--- config.mk ---
export PLATFORM = sky130hd
export DESIGN_NAME = lsc_line_supervision
export DESIGN_NICKNAME = d
export VERILOG_FILES = /design/src/lsc_pkg.sv /design/src/lsc_line_supervision.sv
export VERILOG_INCLUDE_DIRS = /design/src
export SDC_FILE = /design/constraint.sdc
export NUM_CORES = 1
export LEC_CHECK = 0
export BUFFER_PORTS_ARGS = -buffer_cell sky130_fd_sc_hd__buf_2
export CORE_MARGIN = 2
export CORE_UTILIZATION = 25
export CTS_BUF_LIST = sky130_fd_sc_hd__clkbuf_4
export DETAILED_ROUTE_END_ITERATION = 7
export PLACE_DENSITY = 0.41
export SYNTH_ARGS = -nofsm -noshare
export SYNTH_HDL_FRONTEND = slang
export SYNTH_SLANG_ARGS = --single-unit
--- constraint.sdc ---
create_clock -name aclk -period 2.4 [get_ports aclk]
set_input_delay 0.36 -clock aclk [delete_from_list [all_inputs] [get_ports aclk]]
set_output_delay 0.36 -clock aclk [all_outputs]
set_load 0.02 [all_outputs]
--- src/lsc_defs.svh ---
// Offsets, fields, reset values and timing of the line supervision block
`ifndef LSC_DEFS_SVH
`define LSC_DEFS_SVH

// Register indices; byte address is four times the index
`define LSC_IDX_LFD        10'h040
`define LSC_IDX_AMC        10'h043
`define LSC_IDX_DET        10'h044
`define LSC_IDX_LCD        10'h045
`define LSC_IDX_RTD        10'h046
`define LSC_IDX_LOOP_CURRENT_SETTING       10'h047
`define LSC_IDX_OHV        10'h048
`define LSC_IDX_CMV        10'h049

// Reset values
`define LSC_RST_LFD        8'h00
`define LSC_RST_AMC        8'h00
`define LSC_RST_DET        8'h00
`define LSC_RST_LCD        8'h0A
`define LSC_RST_RTD        8'h0A
`define LSC_RST_LOOP_CURRENT_SETTING       8'h00
`define LSC_RST_OHV        8'h20
`define LSC_RST_CMV        8'h02

// Write masks, reserved bits held at zero
`define LSC_MSK_LFD        8'h07
`define LSC_MSK_AMC        8'h77
`define LSC_MSK_DBI        8'h7F
`define LSC_MSK_LOOP_CURRENT_SETTING       8'h07
`define LSC_MSK_OHV        8'h7F
`define LSC_MSK_CMV        8'h3F

// Field positions
`define LSC_AMC_CM         6
`define LSC_AMC_DIF        5
`define LSC_AMC_SPD        4
`define LSC_AMC_RT         2
`define LSC_AMC_LC         1
`define LSC_AMC_PA         0
`define LSC_OHV_POL        6
`define LSC_LFS_POS        4

// Line-feed state codes
`define LSC_LF_OPEN        3'h0
`define LSC_LF_FWD_ACT     3'h1
`define LSC_LF_REV_ACT     3'h5

// Bus answers
`define LSC_RESP_OKAY      2'h0
`define LSC_RESP_SLVERR    2'h2

// Timing
`define LSC_CLK_NS         10
`define LSC_DBI_STEP_NS    1250000
`define LSC_DBI_STEP_CYC   ((`LSC_DBI_STEP_NS + `LSC_CLK_NS - 1) / `LSC_CLK_NS)

`endif

--- src/lsc_pkg.sv ---
// Types shared by the line supervision block
package lsc_pkg;

    typedef struct packed {
        logic       rt_exceed;
        logic       lc_exceed;
        logic       power_alarm;
    } lsc_det_t;

    typedef struct packed {
        logic       common_mode_manual_sel;
        logic       differential_manual_sel;
        logic       speedup_enable;
        logic       cm_force_tip;
        logic       cm_force_ring;
        logic [2:0] loop_current_setting;
        logic       on_hook_polarity;
        logic [5:0] on_hook_voltage_level;
        logic [5:0] common_mode_target;
    } lsc_ctrl_t;

    typedef enum logic {
        LSC_WR_COLLECT,
        LSC_WR_RESP
    } lsc_wr_state_t;

endpackage

--- src/lsc_line_supervision.sv ---
// Line supervision control and status registers behind an AXI4-Lite slave
// Summary of operation
// - Common-mode manual bit forces TIP (forward) or RING (reverse) to common-mode target
// - Differential manual bit forces differential voltage to follow on-hook level
// - Bit 4 of control enables automatic speed-up
// - Auto ring-trip bit moves line feed to active on filtered ring trip
// - Auto loop-close bit moves line feed to active on filtered loop closure
// - Auto power-alarm bit moves line feed to open on power alarm
// - Status bit 2 shows the raw combined detector output
// - Raw detector bit reads 0 when threshold exceeded, 1 otherwise
// - Bit 1 shows filtered ring trip; status resets to zero
// - Bit 0 shows filtered loop closure
// - Filtered indicator changes only after raw input steady for debounce interval
// - Loop-closure debounce is 7 bits of 1.25 ms, default 12.5 ms
// - Ring-trip debounce is 7 bits of 1.25 ms, reset 0x0A
// - Three-bit current limit, 20 mA plus 3 mA per code
// - On-hook bit 6 selects polarity, 1 is negative
// - Six-bit on-hook level in 1.5 V steps, register resets to 0x20
// - Line-feed shadow reports the actual state including automatic moves
// - Line-feed states use the documented 3-bit encoding
//
// Local design decision: register access over AXI4-Lite.
`timescale 1ns/1ns
`include "lsc_defs.svh"

module lsc_line_supervision #(
    parameter int unsigned TICK_CYCLES = `LSC_DBI_STEP_CYC
) (
    // Clock and reset
    input  wire logic              aclk,
    input  wire logic              aresetn,
    // Write address
    input  wire logic [11:0]       awaddr,
    input  wire logic              awvalid,
    output logic                   awready,
    // Write data
    input  wire logic [31:0]       wdata,
    input  wire logic [3:0]        wstrb,
    input  wire logic              wvalid,
    output logic                   wready,
    // Write response
    output logic [1:0]             bresp,
    output logic                   bvalid,
    input  wire logic              bready,
    // Read address
    input  wire logic [11:0]       araddr,
    input  wire logic              arvalid,
    output logic                   arready,
    // Read data
    output logic [31:0]            rdata,
    output logic [1:0]             rresp,
    output logic                   rvalid,
    input  wire logic              rready,
    // Analog detectors and power monitor
    input  wire lsc_pkg::lsc_det_t det_in,
    // Line control
    output lsc_pkg::lsc_ctrl_t     line_ctrl,
    output logic [2:0]             linefeed_actual_state
);

    // Decode helpers
    function automatic logic is_mapped(input logic [9:0] idx);
        case (idx)
            `LSC_IDX_LFD, `LSC_IDX_AMC, `LSC_IDX_DET, `LSC_IDX_LCD,
            `LSC_IDX_RTD, `LSC_IDX_LOOP_CURRENT_SETTING, `LSC_IDX_OHV, `LSC_IDX_CMV: is_mapped = 1'b1;
            default: is_mapped = 1'b0;
        endcase
    endfunction

    function automatic logic is_rev(input logic [2:0] st);
        is_rev = st[2] && (st != 3'h4);
    endfunction

    // Registers
    logic [7:0]  lf_req_r;
    logic [2:0]  lf_act_r;
    logic [7:0]  amc_r;
    logic [7:0]  lcd_r;
    logic [7:0]  rtd_r;
    logic [7:0]  loop_current_setting_r;
    logic [7:0]  ohv_r;
    logic [7:0]  cmv_r;
    logic [2:0]  det_r;

    // Write channel
    lsc_pkg::lsc_wr_state_t wst_r;
    logic        aw_got_r;
    logic        w_got_r;
    logic [11:0] aw_addr_r;
    logic [7:0]  wd_r;
    logic        wlo_r;
    logic        wr_en;
    logic [9:0]  wr_idx;

    assign awready = (wst_r == lsc_pkg::LSC_WR_COLLECT) && !aw_got_r;
    assign wready  = (wst_r == lsc_pkg::LSC_WR_COLLECT) && !w_got_r;
    assign wr_en   = (wst_r == lsc_pkg::LSC_WR_COLLECT) && aw_got_r && w_got_r;
    assign wr_idx  = aw_addr_r[11:2];

    always_ff @(posedge aclk) begin
        if (!aresetn) begin
            wst_r     <= lsc_pkg::LSC_WR_COLLECT;
            aw_got_r  <= 1'b0;
            w_got_r   <= 1'b0;
            aw_addr_r <= 12'h000;
            wd_r      <= 8'h00;
            wlo_r     <= 1'b0;
            bvalid    <= 1'b0;
            bresp     <= `LSC_RESP_OKAY;
        end else begin
            case (wst_r)
                lsc_pkg::LSC_WR_COLLECT: begin
                    if (awvalid && awready) begin
                        aw_got_r  <= 1'b1;
                        aw_addr_r <= awaddr;
                    end
                    if (wvalid && wready) begin
                        w_got_r <= 1'b1;
                        wd_r    <= wdata[7:0];
                        wlo_r   <= wstrb[0];
                    end
                    if (wr_en) begin
                        aw_got_r <= 1'b0;
                        w_got_r  <= 1'b0;
                        bvalid   <= 1'b1;
                        bresp    <= (is_mapped(wr_idx) && aw_addr_r[1:0] == 2'h0) ?
                                    `LSC_RESP_OKAY : `LSC_RESP_SLVERR;
                        wst_r    <= lsc_pkg::LSC_WR_RESP;
                    end
                end
                lsc_pkg::LSC_WR_RESP: begin
                    if (bready) begin
                        bvalid <= 1'b0;
                        wst_r  <= lsc_pkg::LSC_WR_COLLECT;
                    end
                end
                default: wst_r <= lsc_pkg::LSC_WR_COLLECT;
            endcase
        end
    end

    logic wr_ok;
    assign wr_ok = wr_en && wlo_r && (aw_addr_r[1:0] == 2'h0);

    // Software registers, reserved bits masked
    always_ff @(posedge aclk) begin
        if (!aresetn) begin
            lf_req_r <= `LSC_RST_LFD;
            amc_r    <= `LSC_RST_AMC;
            lcd_r    <= `LSC_RST_LCD;
            rtd_r    <= `LSC_RST_RTD;
            loop_current_setting_r   <= `LSC_RST_LOOP_CURRENT_SETTING;
            ohv_r    <= `LSC_RST_OHV;
            cmv_r    <= `LSC_RST_CMV;
        end else if (wr_ok) begin
            case (wr_idx)
                `LSC_IDX_LFD:  lf_req_r <= wd_r & `LSC_MSK_LFD;
                `LSC_IDX_AMC:  amc_r    <= wd_r & `LSC_MSK_AMC;
                `LSC_IDX_LCD:  lcd_r    <= wd_r & `LSC_MSK_DBI;
                `LSC_IDX_RTD:  rtd_r    <= wd_r & `LSC_MSK_DBI;
                `LSC_IDX_LOOP_CURRENT_SETTING: loop_current_setting_r   <= wd_r & `LSC_MSK_LOOP_CURRENT_SETTING;
                `LSC_IDX_OHV:  ohv_r    <= wd_r & `LSC_MSK_OHV;
                `LSC_IDX_CMV:  cmv_r    <= wd_r & `LSC_MSK_CMV;
                default: ;
            endcase
        end
    end

    // Read channel
    logic [7:0] rd_val;
    logic [9:0] rd_idx;
    assign rd_idx  = araddr[11:2];
    assign arready = !rvalid;

    always_comb begin
        case (rd_idx)
            `LSC_IDX_LFD:  rd_val = {1'b0, lf_act_r, 1'b0, lf_req_r[2:0]};
            `LSC_IDX_AMC:  rd_val = amc_r;
            `LSC_IDX_DET:  rd_val = {5'h00, det_r};
            `LSC_IDX_LCD:  rd_val = lcd_r;
            `LSC_IDX_RTD:  rd_val = rtd_r;
            `LSC_IDX_LOOP_CURRENT_SETTING: rd_val = loop_current_setting_r;
            `LSC_IDX_OHV:  rd_val = ohv_r;
            `LSC_IDX_CMV:  rd_val = cmv_r;
            default:       rd_val = 8'h00;
        endcase
    end

    always_ff @(posedge aclk) begin
        if (!aresetn) begin
            rvalid <= 1'b0;
            rdata  <= 32'h0000_0000;
            rresp  <= `LSC_RESP_OKAY;
        end else if (arvalid && arready) begin
            rvalid <= 1'b1;
            if (is_mapped(rd_idx) && araddr[1:0] == 2'h0) begin
                rdata <= {24'h00_0000, rd_val};
                rresp <= `LSC_RESP_OKAY;
            end else begin
                rdata <= 32'h0000_0000;
                rresp <= `LSC_RESP_SLVERR;
            end
        end else if (rvalid && rready) begin
            rvalid <= 1'b0;
        end
    end

    // Detector synchronisers
    logic [2:0] sync1_r;
    logic [2:0] sync2_r;
    logic       alarm_d_r;
    always_ff @(posedge aclk) begin
        if (!aresetn) begin
            sync1_r   <= 3'h0;
            sync2_r   <= 3'h0;
            alarm_d_r <= 1'b0;
        end else begin
            sync1_r   <= det_in;
            sync2_r   <= sync1_r;
            alarm_d_r <= sync2_r[0];
        end
    end

    logic rt_s;
    logic lc_s;
    logic alarm_evt;
    assign rt_s      = sync2_r[2];
    assign lc_s      = sync2_r[1];
    assign alarm_evt = sync2_r[0] && !alarm_d_r;

    // Debounce step timer
    logic [19:0] tick_cnt_r;
    logic        tick;
    assign tick = (tick_cnt_r == 20'(TICK_CYCLES - 1));
    always_ff @(posedge aclk) begin
        if (!aresetn || tick) begin
            tick_cnt_r <= 20'h0_0000;
        end else begin
            tick_cnt_r <= tick_cnt_r + 20'h0_0001;
        end
    end

    // Debounce, index 0 loop closure, 1 ring trip
    logic [1:0] raw_v;
    logic [1:0] filt_r;
    logic [1:0] filt_d_r;
    logic [6:0] dbi_v [2];
    logic [7:0] dcnt_r [2];
    assign raw_v    = {rt_s, lc_s};
    assign dbi_v[0] = lcd_r[6:0];
    assign dbi_v[1] = rtd_r[6:0];

    always_ff @(posedge aclk) begin
        if (!aresetn) begin
            filt_r   <= 2'h0;
            filt_d_r <= 2'h0;
            for (int i = 0; i < 2; i++) begin
                dcnt_r[i] <= 8'h00;
            end
        end else begin
            filt_d_r <= filt_r;
            for (int i = 0; i < 2; i++) begin
                if (raw_v[i] == filt_r[i]) begin
                    dcnt_r[i] <= 8'h00;
                end else if (dbi_v[i] == 7'h00 ||
                             (tick && dcnt_r[i] == {1'b0, dbi_v[i]})) begin
                    filt_r[i] <= raw_v[i];
                    dcnt_r[i] <= 8'h00;
                end else if (tick) begin
                    dcnt_r[i] <= dcnt_r[i] + 8'h01;
                end
            end
        end
    end

    // Detect status
    always_ff @(posedge aclk) begin
        if (!aresetn) begin
            det_r <= 3'(`LSC_RST_DET);
        end else begin
            det_r <= {~(rt_s | lc_s), filt_r[1], filt_r[0]};
        end
    end

    // Actual line-feed state
    logic rt_rise;
    logic lc_rise;
    logic go_active;
    assign rt_rise   = filt_r[1] && !filt_d_r[1];
    assign lc_rise   = filt_r[0] && !filt_d_r[0];
    assign go_active = (rt_rise && amc_r[`LSC_AMC_RT]) ||
                       (lc_rise && amc_r[`LSC_AMC_LC]);

    always_ff @(posedge aclk) begin
        if (!aresetn) begin
            lf_act_r <= `LSC_LF_OPEN;
        end else if (alarm_evt && amc_r[`LSC_AMC_PA]) begin
            lf_act_r <= `LSC_LF_OPEN;
        end else if (go_active) begin
            lf_act_r <= is_rev(lf_act_r) ? `LSC_LF_REV_ACT : `LSC_LF_FWD_ACT;
        end else if (wr_ok && wr_idx == `LSC_IDX_LFD) begin
            lf_act_r <= wd_r[2:0];
        end
    end

    // Line control outputs
    always_ff @(posedge aclk) begin
        if (!aresetn) begin
            line_ctrl             <= '0;
            linefeed_actual_state <= `LSC_LF_OPEN;
        end else begin
            line_ctrl.common_mode_manual_sel  <= amc_r[`LSC_AMC_CM];
            line_ctrl.differential_manual_sel <= amc_r[`LSC_AMC_DIF];
            line_ctrl.speedup_enable          <= amc_r[`LSC_AMC_SPD];
            line_ctrl.cm_force_tip  <= amc_r[`LSC_AMC_CM] && !is_rev(lf_act_r);
            line_ctrl.cm_force_ring <= amc_r[`LSC_AMC_CM] && is_rev(lf_act_r);
            line_ctrl.loop_current_setting    <= loop_current_setting_r[2:0];
            line_ctrl.on_hook_polarity        <= ohv_r[`LSC_OHV_POL];
            line_ctrl.on_hook_voltage_level   <= ohv_r[5:0];
            line_ctrl.common_mode_target      <= cmv_r[5:0];
            linefeed_actual_state             <= lf_act_r;
        end
    end
endmodule

==> impl_metrics.toml <==
[synthesis]
syn_area_um2 = 6580
yosysSeqAreaShare_pct = 47.5
synth_enable_flop_cells = 16
yosys.area.top_type_share_pct = 40.2
ys_async_sr_fraction_pct = 0
synth_cell_types = 53
netlist_top_cells_area = "dfxtp_1 40%, edfxtp_1 7.3%, mux2i_1 5.8%, xor2_1 4.3%, nand2_1 4.1%"
ys.warnings.count = 0
syn_area_per_cell_um2 = 9.39
synth_cells = 700
synth_flop_cell = "dfxtp_1"
yosys.area.top_type = "dfxtp_1"
ys_ff_latch = 148

[timing]
setup-violations-final = 0
slew-limit-headroom_pct = 56.5
skew_ns = 0.0265
tns_ns = 0
hold_viol = 0
max_freq_ghz = 0.446
rsz0062_at_grt = "false"
fin_crit_ns = 2.24
worstMarginPinSlew_ns = 0.646
fin_hold_ws_ns = 0.0539
slew_violations = 0
post-route-period-util_pct = 93.5

[clock_network]
numCtsBuffers = 17
cts-root-buf = "clkbuf_4"
cts_tree = "yes"
clk_transition_reported_paths_ns = 0.15
clock-sinks = 148
clockBufferDepth = 2
clock_latency_ns = 0.56
cts-htree-levels = 4

[die]
die_h_um = 166
die_x_um = 166
row_count = 59
core_um2 = 25900
ios = 135
start_util_pct = 25.4
fp.dieArea_um2 = 27600

[route]
wirelength_um = 16300
wl_per_cell_um = 14.3
vias = 4985
drtPass1Iterations = 4
drc_errors = 0
ant_nets = 0
via_per_inst = 4.37
drtIter0Drc = 320

[global_routing]
grt_pass1_vias = 4643
grt_max_degree = 63
grt_antenna_before_repair = 1
grt_pass1_wl_um = 25800
grt_usage_pct = 11.8
overflow = 0

[layout]
multi_input_area_um2 = 3170
final_nets = 864
regArea_um2 = 3120
synthToLayoutAreaGrowth_pct = 16.5
drive_above_1_share_pct = 18.3
fillers = 2782
design_area_um2 = 7660

[placement]
port_buffers = 79
place.gp.congestion = 0.759
hpwl_um = 11500
placed_cell_area_um2 = 7290

[critical_path]
cp_slowest_stage_delay_ns = 0.57
critPathCaptureType = "flip-flop"
path_delay_family = "simple AND/OR/NAND/NOR gates"
critPathLaunchType = "flip-flop"
critical_path_class = "flip-flop to flip-flop"
worst-path-max-fanout = 8
cp_num_buf_inv = 0
path_cells = "or4_1, nor4_2, nand3_2, or3b_1, nor2_2"
cp.arrival_ns = 2.65
cpMaxStageDelayCell = "or3b_1"
crit_required_ns = 2.80

[power_and_ir_drop]
power.leakage_nw = 3.05
p_per_area_nw_per_um2 = 596
vdd_drop_max_v = 0.000273

[run]
max-cap-violations = 0

[run_status]
outcome = "completed"

[hold_path]
hp-class = "input port to flip-flop"
-- worst min-delay path, cell delays in order --
cell,delay (ns)
buf_2,0.10
nand2_1,0.04
a21boi_0,0.06
-- repair_timing --
action	CTS	global route
setup endpoints to repair	0	8
setup buffers	0	2
hold endpoints to repair	5	2
gates resized for setup	0	0
hold buffers	5	2
-- cells by family (layout without fill, tap and decap cells) --
| logic type | Yosys count | in the layout | synth area share, % |
|---|---|---|---|
| compound gates | 100 | 100 | 9.91 |
| xor+xnor | 46 | 46 | 6.13 |
| fa+ha+maj | 3 | 3 | 0.571 |
| buf+inv | 73 | 151 | 5.84 |
| flops | 148 | 148 | 47.5 |
| mux | 42 | 42 | 6.81 |
| other cells | 1 | 28 | 0.0570 |
| simple gates | 287 | 287 | 23.2 |
-- power breakdown --
| group | internal, mW | total [mW] | switching [mW] |
|---|---|---|---|
| combinational | 0.134 | 0.343 | 0.209 |
| sequential | 2.55 | 2.60 | 0.0558 |
| clock | 0.560 | 1.62 | 1.06 |
-- path summary, 6_finish.rpt --
kind | start | to | slack, ns | cells past startpoint
worst max-delay path | tick_cnt_r[3] | dcnt_r[0][4] | 0.16 | 5
worst min-delay path | wstrb[0] | wlo_r | 0.05 | 3
worst max register to register | tick_cnt_r[3] | dcnt_r[0][4] | 0.16 | 5
worst min register to register | sync1_r[1] | sync2_r[1] | 0.45 | 1
-- through the flow --
step	utilization (%)	cells	setup slack, ns	total power, mW
final	29.6	1140	0.155	4.56
after CTS	29.4	1135	0.0212	4.65
after floorplan	-	726	0.361	2.90
after global routing	29.6	1140	0.0128	4.80
after detailed placement	28.1	1098	0.0658	3.00
after global placement	28.1	1098	0.105	3.00
-- state kept, by name (all words and copies together) (netlist names), 6 cells and up --
signal      count
line_ctrl      21
tick_cnt_r     20
dcnt_r         16
aw_addr_r      12
lcd_r           7
ohv_r           7
rdata           7
rtd_r           7
wd_r            7
amc_r           6
cmv_r           6
-- cell usage after synthesis (2+ instances only) --
master / count
inv_1: 12
a22o_1: 2
edfxtp_1: 16
o211a_1: 3
dfxtp_1: 132
nand4_1: 10
o22ai_1: 5
or3_1: 2
xnor2_1: 14
nor2_2: 8
and4_1: 4
or4_1: 3
nor2_1: 44
a22oi_1: 6
a21boi_0: 32
nor3b_1: 3
buf_1: 3
nor4b_1: 2
o21ai_1: 2
buf_4: 27
a222oi_1: 3
mux4_2: 2
nand3b_1: 4
mux2_2: 2
and3_1: 10
clkbuf_1: 29
nand2_1: 72
nand3_1: 29
o21ai_0: 36
xor2_1: 32
ha_1: 3
nand4b_1: 2
nor4_1: 10
nor3_1: 8
a21oi_1: 7
nand2b_1: 6
mux2i_1: 38
and2_1: 32
nor2b_1: 31
-- per-layer routing --
metal	global-route usage [%]	wire length, um	vias to the layer above
li1	-	-	2552
met1	16.4	8200	2325
met2	18.0	7270	94
met3	2.60	553	14
met4	3.97	242	0
met5	0	0	-
-- cell type report --
type	count	share of cell area (%)
Tap cell	335	5.47
Antenna cell	1	0.0327
Timing Repair Buffer	107	8.13
Sequential cell	148	40.8
Multi-Input combinational cell	505	41.3
Clock buffer	17	1.67
Clock inverter	15	2.04
Inverter	12	0.588
-- layout by cell type, fill, tap and decap left out, types with 21 or more instances in the layout --
cell and n:
dfxtp_1 132, buf_2 79, nand2_1 72, nor2_1 44, mux2i_1 38, o21ai_0 36
xor2_1 32, and2_1 32, a21boi_0 32, nor2b_1 31, nand3_1 29, conb_1 27
buf_4 21
Power figures use the tool's default switching activity.
